`config.mk`:
```
export PLATFORM = sky130hd
export DESIGN_NAME = nnp_exec
export DESIGN_NICKNAME = d
export VERILOG_FILES = /design/src/nnp_exec_end.sv /design/src/nnp_pkg.sv /design/src/nnp_negate.sv /design/src/nnp_rstack.sv /design/src/nnp_exec.sv
export SDC_FILE = /design/constraint.sdc
export NUM_CORES = 1
export LEC_CHECK = 0
export BUFFER_PORTS_ARGS = -buffer_cell sky130_fd_sc_hd__buf_2
export CAP_MARGIN = 25
export CORE_ASPECT_RATIO = 0.7
export CORE_UTILIZATION = 33
export DETAILED_ROUTE_END_ITERATION = 6
export PLACE_DENSITY = 0.6
export SLEW_MARGIN = 40
export SYNTH_ARGS = -nofsm -noshare
export SYNTH_HDL_FRONTEND = slang
export SYNTH_SLANG_ARGS = --single-unit
```
`constraint.sdc`:
```
create_clock -name CLK_SYS_I -period 3.33 [get_ports CLK_SYS_I]
set_input_delay 0.4995 -clock CLK_SYS_I [delete_from_list [all_inputs] [get_ports CLK_SYS_I]]
set_output_delay 0.4995 -clock CLK_SYS_I [all_outputs]
set_load 0.01 [all_outputs]
```
`src/nnp_exec_end.sv`:
```
// empty compilation unit, holds no logic
`timescale 1ns/1ns
`default_nettype none
`default_nettype wire

```
`src/nnp_pkg.sv`:
```
// shared constants, types and decode functions of the negate/nop/pop executor
package nnp_pkg;

	localparam int DATA_W      = 8;
	localparam int ADDR_W      = 12;
	localparam int BANK_W      = 4;
	localparam int PC_W        = 21;
	localparam int INSTR_W     = 16;
	localparam int STACK_DEPTH = 31;
	localparam int APB_AW      = 12;
	localparam int FLAG_W      = 5;
	localparam int EVT_W       = 3;

	// opcode patterns, address constants and program counter step
	localparam logic [6:0]         NEG_OPC   = 7'h36;
	localparam logic [INSTR_W-1:0] POP_OPC   = 16'h0006;
	localparam logic [INSTR_W-1:0] NOP_ZERO  = 16'h0000;
	localparam logic [3:0]         NOP_HI    = 4'hf;
	localparam logic [7:0]         IDX_LIMIT = 8'h5f;
	localparam logic [BANK_W-1:0]  ACC_HI    = 4'hf;
	localparam logic [BANK_W-1:0]  ACC_LO    = 4'h0;
	localparam logic [PC_W-1:0]    PC_STEP   = 21'h000002;

	// register byte offsets
	localparam logic [APB_AW-1:0] OFS_CTRL   = 12'h000;
	localparam logic [APB_AW-1:0] OFS_BANK   = 12'h004;
	localparam logic [APB_AW-1:0] OFS_INDEX  = 12'h008;
	localparam logic [APB_AW-1:0] OFS_STATUS = 12'h00c;
	localparam logic [APB_AW-1:0] OFS_EVENT  = 12'h010;
	localparam logic [APB_AW-1:0] OFS_PC     = 12'h014;
	localparam logic [APB_AW-1:0] OFS_DEPTH  = 12'h018;
	localparam logic [APB_AW-1:0] OFS_TOP    = 12'h01c;

	// field positions
	localparam int CTRL_EXT  = 0;
	localparam int FLG_C     = 0;
	localparam int FLG_DIGIT = 1;
	localparam int FLG_Z     = 2;
	localparam int FLG_OVFL  = 3;
	localparam int FLG_N     = 4;
	localparam int EVT_BAD   = 0;
	localparam int EVT_UNDER = 1;
	localparam int EVT_OVER  = 2;

	// reset values
	localparam logic              CTRL_RST   = 1'b0;
	localparam logic [BANK_W-1:0] BANK_RST   = 4'h0;
	localparam logic [ADDR_W-1:0] INDEX_RST  = 12'h000;
	localparam logic [FLAG_W-1:0] STATUS_RST = 5'h00;
	localparam logic [EVT_W-1:0]  EVENT_RST  = 3'h0;
	localparam logic [PC_W-1:0]   PC_RST     = 21'h000000;

	typedef enum logic [1:0] {
		ST_Q1 = 2'b00,
		ST_Q2 = 2'b01,
		ST_Q3 = 2'b11,
		ST_Q4 = 2'b10
	} nnp_state_e;

	typedef enum logic [1:0] {
		OP_NOP = 2'b00,
		OP_NEG = 2'b01,
		OP_POP = 2'b10,
		OP_BAD = 2'b11
	} nnp_op_e;

	function automatic nnp_op_e nnp_decode(input logic [INSTR_W-1:0] w);
		nnp_op_e op;
		op = OP_BAD;
		if (w[15:9] == NEG_OPC)
			op = OP_NEG;
		else if (w == POP_OPC)
			op = OP_POP;
		else if (w == NOP_ZERO || w[15:12] == NOP_HI)
			op = OP_NOP;
		return op;
	endfunction

	function automatic logic [ADDR_W-1:0] nnp_form_addr(
		input logic              a,
		input logic [7:0]        f,
		input logic              ext,
		input logic [BANK_W-1:0] bank,
		input logic [ADDR_W-1:0] index
	);
		logic [ADDR_W-1:0] addr;
		addr = {ACC_LO, f};
		if (a)
			addr = {bank, f};
		else if (ext && f <= IDX_LIMIT)
			addr = index + {ACC_LO, f};
		else if (f > IDX_LIMIT)
			addr = {ACC_HI, f};
		return addr;
	endfunction

endpackage

```
`src/nnp_negate.sv`:
```
// two's complement negation of a byte with its arithmetic flags
`timescale 1ns/1ns
`default_nettype none
module nnp_negate
	import nnp_pkg::*;
(
	input  wire logic [DATA_W-1:0] operand_i,
	output logic      [DATA_W-1:0] result_o,
	output logic      [FLAG_W-1:0] flags_o
);
	logic [DATA_W:0]   sum;
	logic [4:0]        low_sum;
	logic [DATA_W-1:0] inv;

	always_comb begin
		inv      = ~operand_i;
		sum      = {1'b0, inv} + 9'h001;
		low_sum  = {1'b0, inv[3:0]} + 5'h01;
		result_o = sum[DATA_W-1:0];
		flags_o[FLG_C]  = sum[DATA_W];
		flags_o[FLG_DIGIT] = low_sum[4];
		flags_o[FLG_Z]  = (sum[DATA_W-1:0] == 8'h00);
		flags_o[FLG_N]  = sum[DATA_W-1];
		flags_o[FLG_OVFL] = ~inv[DATA_W-1] & sum[DATA_W-1];
	end
endmodule
`default_nettype wire

```
`src/nnp_rstack.sv`:
```
// return stack memory with registered top entry
`timescale 1ns/1ns
`default_nettype none
module nnp_rstack #(
	parameter int DEPTH = 31,
	parameter int WIDTH = 21,
	localparam int CNT_W = $clog2(DEPTH + 1)
) (
	input  wire logic             clk_i,
	input  wire logic             rstn_i,
	input  wire logic             push_i,
	input  wire logic             pop_i,
	input  wire logic [WIDTH-1:0] data_i,
	output logic      [WIDTH-1:0] top_o,
	output logic      [CNT_W-1:0] count_o,
	output logic                  full_o,
	output logic                  empty_o
);
	logic [WIDTH-1:0] mem_reg [DEPTH];
	logic [CNT_W-1:0] count_reg;
	logic [WIDTH-1:0] top_reg;
	logic             do_push;
	logic             do_pop;

	if (DEPTH < 2) begin : g_chk
		$error("nnp_rstack needs DEPTH of at least 2");
	end

	assign full_o  = (count_reg == CNT_W'(DEPTH));
	assign empty_o = (count_reg == '0);
	assign do_push = push_i && !full_o;
	assign do_pop  = pop_i && !empty_o && !push_i;
	assign top_o   = top_reg;
	assign count_o = count_reg;

	always_ff @(posedge clk_i) begin
		if (do_push)
			mem_reg[count_reg] <= data_i;
	end

	always_ff @(posedge clk_i or negedge rstn_i) begin
		if (!rstn_i)
			count_reg <= '0;
		else if (do_push)
			count_reg <= count_reg + CNT_W'(1);
		else if (do_pop)
			count_reg <= count_reg - CNT_W'(1);
	end

	// entry below the top becomes the new top on a pop
	always_ff @(posedge clk_i or negedge rstn_i) begin
		if (!rstn_i)
			top_reg <= '0;
		else if (do_push)
			top_reg <= data_i;
		else if (do_pop)
			top_reg <= (count_reg >= CNT_W'(2)) ? mem_reg[count_reg - CNT_W'(2)] : '0;
	end
endmodule
`default_nettype wire

```
`src/nnp_exec.sv`:
```
// executor for negate-byte, no-operation and return-stack discard instructions
//
// Functional notes
// - decode negate opcode, bank bit, byte address
// - result is inverted byte plus one
// - write back same address in fourth quarter
// - negate updates N, overflow, C, digit carry, Z
// - bank bit picks access bank or bank
// - indexed offset when a=0, extended, f<=5Fh
// - decode discard opcode, one cycle, no flags
// - discard top, lower entry becomes top
`timescale 1ns/1ns
`default_nettype none
module nnp_exec
	import nnp_pkg::*;
#(
	parameter int DEPTH = STACK_DEPTH
) (
	input  wire logic               CLK_SYS_I,
	input  wire logic               RSTN_I,
	input  wire logic               PSEL_I,
	input  wire logic               PENABLE_I,
	input  wire logic               PWRITE_I,
	input  wire logic [APB_AW-1:0]  PADDR_I,
	input  wire logic [31:0]        PWDATA_I,
	output logic      [31:0]        PRDATA_O,
	output logic                    PREADY_O,
	output logic                    PSLVERR_O,
	input  wire logic               INSTR_VALID_I,
	input  wire logic [INSTR_W-1:0] INSTR_I,
	output logic                    INSTR_READY_O,
	output logic      [ADDR_W-1:0]  DMEM_ADDR_O,
	output logic                    DMEM_RD_O,
	input  wire logic [DATA_W-1:0]  DMEM_RDATA_I,
	output logic                    DMEM_WR_O,
	output logic      [DATA_W-1:0]  DMEM_WDATA_O,
	output logic                    DONE_O
);
	localparam int CNT_W = $clog2(DEPTH + 1);

	if (DEPTH < 2 || DEPTH > 255) begin : g_chk
		$error("nnp_exec DEPTH out of range");
	end

	nnp_state_e         state_reg;
	nnp_state_e         state_next;
	nnp_op_e            op_reg;
	logic [INSTR_W-1:0] instr_reg;
	logic               ready_reg;
	logic               done_reg;
	logic [ADDR_W-1:0]  addr_reg;
	logic               rd_reg;
	logic               wr_reg;
	logic [DATA_W-1:0]  wdata_reg;
	logic [FLAG_W-1:0]  flag_pend_reg;
	logic [FLAG_W-1:0]  flags_reg;
	logic               ext_reg;
	logic [BANK_W-1:0]  bank_reg;
	logic [ADDR_W-1:0]  index_reg;
	logic [EVT_W-1:0]   evt_reg;
	logic [PC_W-1:0]    pc_reg;
	logic               pready_reg;
	logic               pslverr_reg;
	logic [31:0]        prdata_reg;
	logic               take;
	logic               apb_go;
	logic               wr_commit;
	logic [DATA_W-1:0]  neg_result;
	logic [FLAG_W-1:0]  neg_flags;
	logic               push;
	logic               pop;
	logic [PC_W-1:0]    stk_top;
	logic [CNT_W-1:0]   stk_count;
	logic               stk_full;
	logic               stk_empty;
	logic [EVT_W-1:0]   evt_set;

	function automatic logic reg_hit(input logic [APB_AW-1:0] a);
		return a == OFS_CTRL || a == OFS_BANK || a == OFS_INDEX || a == OFS_STATUS ||
			a == OFS_EVENT || a == OFS_PC || a == OFS_DEPTH || a == OFS_TOP;
	endfunction

	nnp_negate u_negate (
		.operand_i (DMEM_RDATA_I),
		.result_o  (neg_result),
		.flags_o   (neg_flags)
	);

	nnp_rstack #(
		.DEPTH (DEPTH),
		.WIDTH (PC_W)
	) u_rstack (
		.clk_i   (CLK_SYS_I),
		.rstn_i  (RSTN_I),
		.push_i  (push),
		.pop_i   (pop),
		.data_i  (PWDATA_I[PC_W-1:0]),
		.top_o   (stk_top),
		.count_o (stk_count),
		.full_o  (stk_full),
		.empty_o (stk_empty)
	);

	assign take = (state_reg == ST_Q1) && ready_reg && INSTR_VALID_I;
	assign pop  = (state_reg == ST_Q3) && (op_reg == OP_POP);

	// quarter-cycle sequencer: one instruction cycle per word
	always_comb begin
		case (state_reg)
			ST_Q1:   state_next = take ? ST_Q2 : ST_Q1;
			ST_Q2:   state_next = ST_Q3;
			ST_Q3:   state_next = ST_Q4;
			ST_Q4:   state_next = ST_Q1;
			default: state_next = ST_Q1;
		endcase
	end

	always_ff @(posedge CLK_SYS_I or negedge RSTN_I) begin
		if (!RSTN_I) begin
			state_reg <= ST_Q1;
			ready_reg <= 1'b1;
			done_reg  <= 1'b0;
		end else begin
			state_reg <= state_next;
			ready_reg <= (state_next == ST_Q1);
			done_reg  <= (state_reg == ST_Q3);
		end
	end

	// decode quarter: latch word, form operand address
	always_ff @(posedge CLK_SYS_I or negedge RSTN_I) begin
		if (!RSTN_I) begin
			op_reg    <= OP_NOP;
			instr_reg <= '0;
			addr_reg  <= '0;
		end else if (take) begin
			op_reg    <= nnp_decode(INSTR_I);
			instr_reg <= INSTR_I;
			if (nnp_decode(INSTR_I) == OP_NEG)
				addr_reg <= nnp_form_addr(INSTR_I[8], INSTR_I[7:0], ext_reg,
					bank_reg, index_reg);
		end
	end

	// read in Q2, process in Q3, write in Q4
	always_ff @(posedge CLK_SYS_I or negedge RSTN_I) begin
		if (!RSTN_I) begin
			rd_reg        <= 1'b0;
			wr_reg        <= 1'b0;
			wdata_reg     <= '0;
			flag_pend_reg <= '0;
		end else begin
			rd_reg <= take && (nnp_decode(INSTR_I) == OP_NEG);
			wr_reg <= (state_reg == ST_Q3) && (op_reg == OP_NEG);
			if (state_reg == ST_Q3 && op_reg == OP_NEG) begin
				wdata_reg     <= neg_result;
				flag_pend_reg <= neg_flags;
			end
		end
	end

	// arithmetic flags: negate commits at end of Q4, software may overwrite
	always_ff @(posedge CLK_SYS_I or negedge RSTN_I) begin
		if (!RSTN_I)
			flags_reg <= STATUS_RST;
		else if (state_reg == ST_Q4 && op_reg == OP_NEG)
			flags_reg <= flag_pend_reg;
		else if (wr_commit && PADDR_I == OFS_STATUS)
			flags_reg <= PWDATA_I[FLAG_W-1:0];
	end

	// program counter advances once per executed word
	always_ff @(posedge CLK_SYS_I or negedge RSTN_I) begin
		if (!RSTN_I)
			pc_reg <= PC_RST;
		else if (state_reg == ST_Q4)
			pc_reg <= pc_reg + PC_STEP;
	end

	// apb: one wait state; held off in Q2/Q3 so no write meets a pop or flag commit
	assign apb_go    = PSEL_I && PENABLE_I && !pready_reg &&
		state_reg != ST_Q2 && state_reg != ST_Q3;
	assign wr_commit = PSEL_I && PENABLE_I && pready_reg && PWRITE_I && !pslverr_reg;
	assign push      = wr_commit && (PADDR_I == OFS_TOP);

	always_ff @(posedge CLK_SYS_I or negedge RSTN_I) begin
		if (!RSTN_I) begin
			pready_reg  <= 1'b0;
			pslverr_reg <= 1'b0;
			prdata_reg  <= '0;
		end else begin
			pready_reg  <= apb_go;
			pslverr_reg <= apb_go && (!reg_hit(PADDR_I));
			if (apb_go) begin
				case (PADDR_I)
					OFS_CTRL:   prdata_reg <= {31'h0, ext_reg};
					OFS_BANK:   prdata_reg <= {28'h0, bank_reg};
					OFS_INDEX:  prdata_reg <= {20'h0, index_reg};
					OFS_STATUS: prdata_reg <= {27'h0, flags_reg};
					OFS_EVENT:  prdata_reg <= {29'h0, evt_reg};
					OFS_PC:     prdata_reg <= {11'h0, pc_reg};
					OFS_DEPTH:  prdata_reg <= 32'(stk_count);
					OFS_TOP:    prdata_reg <= {11'h0, stk_top};
					default:    prdata_reg <= 32'h0000_0000;
				endcase
			end
		end
	end

	always_ff @(posedge CLK_SYS_I or negedge RSTN_I) begin
		if (!RSTN_I) begin
			ext_reg   <= CTRL_RST;
			bank_reg  <= BANK_RST;
			index_reg <= INDEX_RST;
		end else if (wr_commit) begin
			if (PADDR_I == OFS_CTRL)
				ext_reg <= PWDATA_I[CTRL_EXT];
			if (PADDR_I == OFS_BANK)
				bank_reg <= PWDATA_I[BANK_W-1:0];
			if (PADDR_I == OFS_INDEX)
				index_reg <= PWDATA_I[ADDR_W-1:0];
		end
	end

	// sticky events, write one to clear, a new event wins over the clear
	always_comb begin
		evt_set            = '0;
		evt_set[EVT_BAD]   = (state_reg == ST_Q4) && (op_reg == OP_BAD);
		evt_set[EVT_UNDER] = pop && stk_empty;
		evt_set[EVT_OVER]  = push && stk_full;
	end

	always_ff @(posedge CLK_SYS_I or negedge RSTN_I) begin
		if (!RSTN_I)
			evt_reg <= EVENT_RST;
		else if (wr_commit && PADDR_I == OFS_EVENT)
			evt_reg <= (evt_reg & ~PWDATA_I[EVT_W-1:0]) | evt_set;
		else
			evt_reg <= evt_reg | evt_set;
	end

	assign PRDATA_O      = prdata_reg;
	assign PREADY_O      = pready_reg;
	assign PSLVERR_O     = pslverr_reg;
	assign INSTR_READY_O = ready_reg;
	assign DMEM_ADDR_O   = addr_reg;
	assign DMEM_RD_O     = rd_reg;
	assign DMEM_WR_O     = wr_reg;
	assign DMEM_WDATA_O  = wdata_reg;
	assign DONE_O        = done_reg;
endmodule
`default_nettype wire

```
==> results.cfg, run 1 <==
[placement]
placed_area_sq_um = 34500
dp_hpwl_um = 50700
port_buffers = 109
globalplace.congestion = 0.873
place_ws_ps = -84.1

[worst_setup_path]
arrival_ps = 3420
r2r_start = u_rstack.count_o[1]
path_class = reg2reg
slowest_delay_ps = 560
r2r-end = u_rstack.top_o[7]
ff2ff_path_depth = 7
reg2reg_slack_ps = 430
end_kind = flip-flop
critPathRequiredTime_ps = 3840
critPathSlowestCell = dfrtp_4
cp-start-kind = flip-flop
path_max_fanout = 35
crit_chain = inv_1 > ha_2 > xor2_4 > buf_12 > buf_4 > mux4_2 > a211o_1

[synthesis]
yosys.area.top_type = edfxtp_1
yosys_warnings = 0
synth.avg_cell_area_sq_um = 17.7
yosysTopAreaCellShare_pct = 62.3
syn-instance-count = 1772
ys_top_cells_by_area = edfxtp_1, mux4_2, dfrtp_1
synth_edf_count = 651
yosysSeqAreaShare_pct = 72.4
synthFlopType = edfxtp_1
postSynth.asyncResetShare_pct = 16.2
syn_area_sq_um = 31400
ys_types = 71
synth-seq-cells = 777

[clocking]
cts_buffer_depth = 3
cts_tree = done
h-tree-depth = 3
root_buffer = clkbuf_16
clk_pin_slew_ps = 70
cts_buffers = 71
worstSkewPairLatency_ps = 630
cts.sinks = 777

[timing]
worst_slew_pin_slew_ps = 832
slew_violations = 0
rsz0062_at_grt = false
skew_ps = 20.0
setup_ws_ps = 426
period_needed_ps = 2900
finalSetupViolCount = 0
whs_ps = 56.6
slew_headroom_pct = 44.5
hold_violations = 0
finalCritPeriodShare_pct = 87.2
fmax_mhz = 344

[power_and_ir_drop]
combPwrFrac_pct = 27.8
ir_drop_v = 0.000446
p_int_w = 0.0187
clockPowerShare_pct = 29.6
power.leakage_nw = 12.6
power.net_switching_w = 0.00801
p_per_area_nw_per_um2 = 727
seqPwrFrac_pct = 42.7
p_sw_share_pct = 30.0

[finish]
nFillCells = 8493
largest_reg_flops = 651
layout-drive-gt1-share_pct = 26.9
fin_area_sq_um = 36800
nets = 2058
area_delta_synth_final_pct = 17.2

[drt]
ant_nets = 0
drt_iter0_drc = 1839
drc = 0
vias = 17300
via_per_inst = 5.29
dr.pass1.iters = 5
wl_per_cell_um = 24.0
drt_wl_total_um = 78400

[floorplan]
initial_core_util_pct = 33.3
rows = 94
fp.dieW_um = 370
die_y_um = 260
coreArea_sq_um = 94100
die_area_sq_um = 96300
ios = 132

[run]
cap_viol_max_count = 0

[grt]
grt_usage_pct = 16.3
grt_max_degree = 79
grt_pass1_vias = 17000
gr-total-overflow = 0
antenna_found_initial = 1
grt_pass1_wl_um = 116000

[worst_hold_path]
whs_path_depth = 2
min_to = INSTR_READY_O
holdCritPathClass = in2reg
min_from = INSTR_VALID_I

[run_status]
status = complete, no violations
placed cells by master, fill, tap and decap left out, drive strengths merged, types with 26 or more instances in the layout:
| cell type | count |
|---|---|
| a21oi | 61 |
| o21ai | 41 |
| edfxtp | 651 |
| nor2 | 101 |
| mux4 | 157 |
| nand3 | 33 |
| clkbuf | 98 |
| nand2 | 123 |
| buf | 216 |
| dfrtp | 125 |
| clkinv | 26 |
| mux2i | 67 |
layout make-up:
cell class / instances / area, sq um / share of cell area, %
Antenna cell: 1 / 2.50 / 0.00681
Clock buffer: 98 / 2000 / 5.43
Clock inverter: 29 / 211 / 0.575
Inverter: 16 / 72.6 / 0.197
Multi-Input combinational cell: 884 / 8340 / 22.7
Sequential cell: 777 / 22700 / 61.8
Tap cell: 1248 / 1560 / 4.25
Timing Repair Buffer: 217 / 1870 / 5.08
power by group through the flow:
stage | registers [W] | logic, W | clock network (W)
2_1_floorplan | 0.0114 | 0.00501 | 0
3_3_place_gp | 0.0116 | 0.00745 | 0
3_5_place_dp | 0.0116 | 0.00750 | 0
4_1_cts | 0.0114 | 0.00753 | 0.00807
5_1_grt | 0.0114 | 0.00796 | 0.00846
6_report | 0.0114 | 0.00742 | 0.00790
kinds of logic (layout without fill, tap and decap cells):
kind of cell	count (synthesis)	in the layout	synth area share [%]
adders and majority gates	17	17	0.726
buffers and inverters	121	360	1.73
muxes	244	244	14.1
and+or+nand+nor	343	343	5.04
xor gates and xnor gates	39	39	1.09
AOI/OAI and AO/OA	230	230	4.89
DFF	777	777	72.4
other	1	12	0.0120
per-stage QoR:
| stage | total power, W | setup TNS, ps | instances | utilization (%) |
|---|---|---|---|---|
| floorplan | 0.0165 | -25450 | 1782 | - |
| global placement | 0.0190 | -1390 | 3141 | 36.7 |
| detailed placement | 0.0191 | -1530 | 3141 | 36.7 |
| CTS | 0.0270 | 0 | 3269 | 39.1 |
| global route | 0.0279 | 0 | 3269 | 39.1 |
| finish | 0.0267 | 0 | 3270 | 39.1 |
timing repair:
| action | in CTS | in global routing |
|---|---|---|
| hold buffers | 1 | 0 |
| hold endpoints to repair | 61 | 0 |
| setup buffers | 0 | 0 |
| gates resized for setup | 0 | 0 |
metal layers:
metal  vias to the layer above  GRT usage, %  wire length [um]
met5                         -             0                 0
met4                         0          3.76              1150
met3                        79          3.27              6100
met2                       678          23.3             34400
met1                      9079          25.4             36800
li1                       7449             -                 -
worst max-delay path, delay by kind of cell (launching register included):
family          cells  cell delay (ps)
compound gates      1              310
flops               1              560
buf+inv             3              730
fa+ha+maj           1              330
mux                 1              520
xor+xnor            1              290
synth_stat cells (12+ instances only):
master,count
xor2_1,19
or3_1,13
dfrtp_1,125
nor3_1,16
xnor2_1,20
a211o_1,17
mux4_2,157
mux2i_1,67
buf_1,25
ha_1,15
inv_1,14
o21ai_0,36
edfxtp_1,651
a22o_1,14
clkbuf_1,55
nor2_1,100
a21oi_1,61
mux2_2,20
o211ai_1,12
nand3_1,33
o22ai_1,18
nand2_1,123
buf_4,13
worst max-delay path by stage:
stage	startpoint	to	slack [ps]
after floorplan	PADDR_I[1]	u_rstack.mem_reg[3][0]	-610
after global placement	PADDR_I[1]	u_rstack.mem_reg[25][12]	-80
after detailed placement	PADDR_I[1]	u_rstack.mem_reg[25][12]	-80
after CTS	u_rstack.count_o[1]	u_rstack.top_o[7]	420
after global routing	u_rstack.count_o[1]	u_rstack.top_o[3]	280
final	u_rstack.count_o[1]	u_rstack.top_o[7]	430
Note: power is estimated with default switching activity, not from simulation.
==> run 2, diff against run 1 <==
Settings changed: MAX_ROUTING_LAYER set to met4.
==> run 2 against run 1 <==
Against the previous run:
- critical path depth is the same
- via count increased by 0.31%
- global-route usage up 0.61 points
- wire length rose by 0.63%
- largest power group unchanged
==> results.cfg, run 2 (same netlist as run 1, synthesis figures left out) <==
[timing]
fmax_mhz = 349
rsz0062_at_grt = false
hold_violations = 0
worst_slew_pin_slew_ps = 857
skew_ps = 15.7
setup_ws_ps = 466
slew_headroom_pct = 42.9
period_needed_ps = 2860
finalCritPeriodShare_pct = 86.0
finalSetupViolCount = 0
slew_violations = 0

[drt]
drt_iter0_drc = 1923
drc = 0
wl_per_cell_um = 24.1
via_per_inst = 5.30
ant_nets = 0
drt_wl_total_um = 78900
dr.pass1.iters = 7
vias = 17300

[clocking]
clk_pin_slew_ps = 60
cts_buffer_depth = 3
post_cts_buffers = 0
cts_buffers = 72
worstSkewPairLatency_ps = 640
hold_buffers = 1
root_buffer = clkbuf_16
ctsResizeCount = 0
cts_tree = done
h-tree-depth = 3
cts.sinks = 777

[grt]
antenna_found_initial = 1
grt_max_degree = 88
gr-total-overflow = 0
grt_pass1_wl_um = 117000
grt_usage_pct = 16.9
grt_pass1_vias = 17300

[worst_setup_path]
path_max_fanout = 35
cp-start-kind = flip-flop
critPathRequiredTime_ps = 3850
path_class = reg2reg
end_kind = flip-flop
arrival_ps = 3390
r2r_start = u_rstack.count_o[1]
ff2ff_path_depth = 7
r2r-end = u_rstack.top_o[7]
reg2reg_slack_ps = 470

[power_and_ir_drop]
p_sw_share_pct = 30.2
power.net_switching_w = 0.00817
ir_drop_v = 0.000460
clockPowerShare_pct = 30.1
p_per_area_nw_per_um2 = 734
p_int_w = 0.0189
power.leakage_nw = 12.6
combPwrFrac_pct = 27.7
seqPwrFrac_pct = 42.2

[floorplan]
ios = 132
die_y_um = 260
rows = 94
die_area_sq_um = 96300
coreArea_sq_um = 94100
fp.dieW_um = 370
initial_core_util_pct = 33.3

[placement]
placed_area_sq_um = 34500
place_ws_ps = -40.0
globalplace.congestion = 0.886
dp_hpwl_um = 50700
port_buffers = 109

[finish]
nFillCells = 8534
nets = 2059
mostFrequentLayoutCell = edfxtp_1
area_delta_synth_final_pct = 17.4
post-route-util_pct = 39.1
fin_area_sq_um = 36800
largest_reg_flops = 651
layout-drive-gt1-share_pct = 27.2
diodes = 0
mostFrequentLayoutCells = edfxtp_1, mux4_2, dfrtp_1, nand2_1, buf_2

[worst_hold_path]
whs_path_depth = 2
holdCritPathClass = in2reg
min_to = INSTR_READY_O
min_from = INSTR_VALID_I

[run]
cap_viol_max_count = 0

[run_status]
status = complete, no violations
==> run 2: cell count changes in the layout (fill, tap and decap cells not counted), moves of 2 or more <==
cell       previous run  this run
clkbuf_16            75        77
clkbuf_8              3         1
clkbuf_1             19        16
clkinv_1             13        10
clkinv_2             10        12
==> run 2: stage by stage <==
step / hold slack [ps] / setup TNS [ps] / total power (W) / instances
2_1_floorplan: 204 / -25450 / 0.0165 / 1782
3_3_place_gp: 455 / -933 / 0.0191 / 3141
3_5_place_dp: 464 / -495 / 0.0191 / 3141
4_1_cts: 15.8 / 0 / 0.0273 / 3271
5_1_grt: 50.0 / 0 / 0.0282 / 3271
6_report: 61.7 / 0 / 0.0270 / 3271
==> run 2: routing by layer <==
| layer | GRT usage [%] | wire, um | vias to the layer above |
|---|---|---|---|
| li1 | - | - | 7464 |
| met1 | 25.5 | 37700 | 9195 |
| met2 | 23.4 | 34400 | 606 |
| met3 | 3.51 | 5760 | 73 |
| met4 | 3.66 | 1120 | 0 |
| met5 | - | 0 | - |
==> run 2: critical path, stage by stage (launching register included) <==
cell	delay [ps]
dfrtp_4	540
inv_1	190
ha_2	320
xor2_4	280
buf_12	280
buf_4	270
mux4_2	540
a211o_1	310
==> run 2: worst max path at each step <==
stage                               endpoint                start  slack (ps)
CTS                        u_rstack.top_o[7]  u_rstack.count_o[1]         470
global route              u_rstack.top_o[11]  u_rstack.count_o[1]         350
floorplan             u_rstack.mem_reg[3][0]           PADDR_I[1]        -610
finish                     u_rstack.top_o[7]  u_rstack.count_o[1]         470
global placement    u_rstack.mem_reg[25][12]           PADDR_I[1]         -60
detailed placement  u_rstack.mem_reg[25][12]           PADDR_I[1]         -40
==> run 2: area by class of cell <==
type                            instances  area [sq um]  area share [%]
Tap cell                             1248          1560            4.24
Timing Repair Buffer                  217          1860            5.06
Inverter                               16          72.6           0.197
Multi-Input combinational cell        884          8340            22.6
Clock inverter                         33           267           0.724
Clock buffer                           96          2020            5.47
Sequential cell                       777         22700            61.7
==> run 2: power by group through the flow <==
stage / combinational, W / clock [W] / sequential (W)
floorplan: 0.00501 / 0 / 0.0114
global placement: 0.00747 / 0 / 0.0116
detailed placement: 0.00756 / 0 / 0.0116
CTS: 0.00759 / 0.00830 / 0.0114
global route: 0.00806 / 0.00866 / 0.0114
finish: 0.00750 / 0.00814 / 0.0114
==> run 3, diff against run 2 <==
Settings changed: HOLD_SLACK_MARGIN set to 0.08, PLACE_DENSITY 0.6 to 0.58, SYNTH_HIERARCHICAL set to 1.
Clock period 3.33 ns to 3.39 ns, I/O delays scaled along.
==> run 3 against run 2 <==
Against the previous run:
- the flow now finishes with violations (DRC)
- final cell count is 3.5% higher
- area after synthesis is 1.6% higher
- worst hold slack better by 82 ps
- critical path depth stayed put
- wire length is 4.4% higher
- core utilization is 0.11 points lower
- sequential share of layout area is 0.22 points lower
- sequential cell count is 1 higher
==> results.cfg, run 3 <==
[worst_hold_path]
holdCritPathClass = in2reg
whs_path_depth = 4
min_to = flag_pend_reg[0]
min_from = DMEM_RDATA_I[7]

[grt]
grt_usage_pct = 17.3
grt_pass1_wl_um = 121000
gr-total-overflow = 0
grt_max_degree = 86
grt_pass1_vias = 17900
antenna_found_initial = 3

[synthesis]
syn_area_sq_um = 31900
yosysMostFrequentCell = edfxtp_1
synth_edf_count = 651
yosysSeqAreaShare_pct = 71.3
ys_top_cells_by_area = edfxtp_1, dfrtp_1, mux4_2
syn-instance-count = 1891
synth.avg_cell_area_sq_um = 16.9
ys_types = 78
synthFlopType = edfxtp_1
postSynth.asyncResetShare_pct = 16.3
synth_common_cells = edfxtp_1, nand2_1, dfrtp_1, mux4_2, mux2i_1
yosys.area.top_type = edfxtp_1
yosys_warnings = 6
synth-seq-cells = 778
yosysTopAreaCellShare_pct = 61.3

[timing]
skew_ps = 16.3
worst_slew_pin_slew_ps = 870
rsz0062_at_grt = false
finalCritPeriodShare_pct = 87.2
hold_violations = 0
whs_ps = 144
slew_headroom_pct = 41.7
fmax_mhz = 338
finalSetupViolCount = 0
slew_violations = 0
period_needed_ps = 2960

[worst_setup_path]
crit_chain = or3_1 > nor3_1 > buf_4 > inv_1 > or3_1 > nor2_2 > buf_4
r2r-end = u_rstack/mem_reg[10][19]
r2r_start = PSLVERR_O
reg2reg_slack_ps = 430
critPathSlowestCell = or3_1
cp-start-kind = flip-flop
path_class = reg2reg
critPathRequiredTime_ps = 3690
arrival_ps = 3250
ff2ff_path_depth = 7
end_kind = flip-flop
slowest_delay_ps = 670
path_max_fanout = 14

[floorplan]
die_area_sq_um = 97900
ios = 132
die_y_um = 262
rows = 94
initial_core_util_pct = 33.6
coreArea_sq_um = 94800
fp.dieW_um = 374

[finish]
nFillCells = 8655
final_cells = 3386
mostFrequentLayoutCell = edfxtp_1
seq_area_sq_um = 22700
multi_input_area_sq_um = 8580
mostFrequentLayoutCells = edfxtp_1, nand2_1, dfrtp_1
largest_reg_flops = 651
layout-drive-gt1-share_pct = 24.9
nets = 2166
area_delta_synth_final_pct = 16.1

[clocking]
cts_buffer_depth = 3
h-tree-depth = 3
cts_buffers = 71
root_buffer = clkbuf_16
ctsResizeCount = 0
clk_pin_slew_ps = 70
cts.sinks = 778
cts_tree = done
worstSkewPairLatency_ps = 630

[power_and_ir_drop]
p_per_area_nw_per_um2 = 758
power.leakage_nw = 12.9
power_w = 0.0280
seqPwrFrac_pct = 39.9
clockPowerShare_pct = 30.4
combPwrFrac_pct = 29.7
p_sw_share_pct = 33.0
power.net_switching_w = 0.00925
p_int_w = 0.0188
ir_drop_v = 0.000373

[drt]
dr.pass1.iters = 7
drt_wl_total_um = 82400
ant_nets = 0
vias = 18100
via_per_inst = 5.34
drt_iter0_drc = 1952
drc = 5
wl_per_cell_um = 24.3

[placement]
port_buffers = 109
dp_cells = 3247
globalplace.congestion = 0.890
dp_hpwl_um = 54000

[run_status]
status = complete, but fails checks
violations = DRC

[run]
cap_viol_max_count = 0
[run 3: cell type report]
class / instances / share of cell area [%]
inverters: 24 / 0.243
diodes: 6 / 0.0406
multi-input cells: 984 / 23.2
flip-flops and latches: 778 / 61.4
well taps: 1248 / 4.22
repair buffers: 216 / 4.20
clock inverters: 41 / 1.26
clock buffers: 89 / 5.41
[run 3: power groups by stage]
| stage | logic [W] | clock network [W] | registers [W] |
|---|---|---|---|
| detailed placement | 0.00815 | 0 | 0.0114 |
| global route | 0.00886 | 0.00907 | 0.0112 |
| floorplan | 0.00507 | 0 | 0.0111 |
| global placement | 0.00810 | 0 | 0.0114 |
| finish | 0.00834 | 0.00853 | 0.0112 |
| CTS | 0.00818 | 0.00870 | 0.0112 |
[run 3: how the worst max path moves through the flow]
stage | from | endpoint | slack [ps] | cells after the start
floorplan | PADDR_I[9] | u_rstack/mem_reg[26][0] | -80 | 7
global placement | PADDR_I[9] | u_rstack/mem_reg[10][18] | 210 | 9
detailed placement | PADDR_I[9] | u_rstack/mem_reg[10][1] | 180 | 9
CTS | PSLVERR_O | u_rstack/mem_reg[10][19] | 470 | 7
global route | PSLVERR_O | u_rstack/mem_reg[10][18] | 330 | 7
finish | PSLVERR_O | u_rstack/mem_reg[10][19] | 430 | 7
[run 3: cells by family after synthesis]
group                    after synthesis  share of synthesized area [%]
other                                  1                         0.0118
AND/OR/NAND/NOR                      411                           6.25
XOR/XNOR                              43                           1.20
buffers and inverters                139                           2.30
flip-flops                           778                           71.3
adder cells (fa/ha/maj)               17                          0.714
multiplexers                         245                           12.7
AO/OA/AOI/OAI                        257                           5.58
[run 3: routing by layer]
metal | GRT usage, % | share of wire [%]
met5 | - | 0
met3 | 5.69 | 11
met2 | 23.0 | 41
met4 | 3.48 | 1.4
met1 | 25.4 | 46
[run 3: stage by stage]
| step | util, % | cell area [sq um] | worst slack (ps) | setup TNS, ps |
|---|---|---|---|---|
| after detailed placement | 36.4 | 34500 | 178 | 0 |
| after floorplan | - | 31900 | -77.1 | -27090 |
| after global routing | 39.0 | 37000 | 326 | 0 |
| after global placement | 36.4 | 34500 | 212 | 0 |
| after CTS | 39.0 | 37000 | 467 | 0 |
| final | 39.0 | 37000 | 432 | 0 |
[run 3: worst max-delay path: cells and delay by family (launching register included)]
kind	cells	cell delay [ps]
AND/OR/NAND/NOR	4	1590
flip-flops	1	390
buffers and inverters	3	620
[run 3: timing repair]
action	CTS	global route
hold buffers	2	0
hold endpoints to repair	56	0
setup buffers	0	0
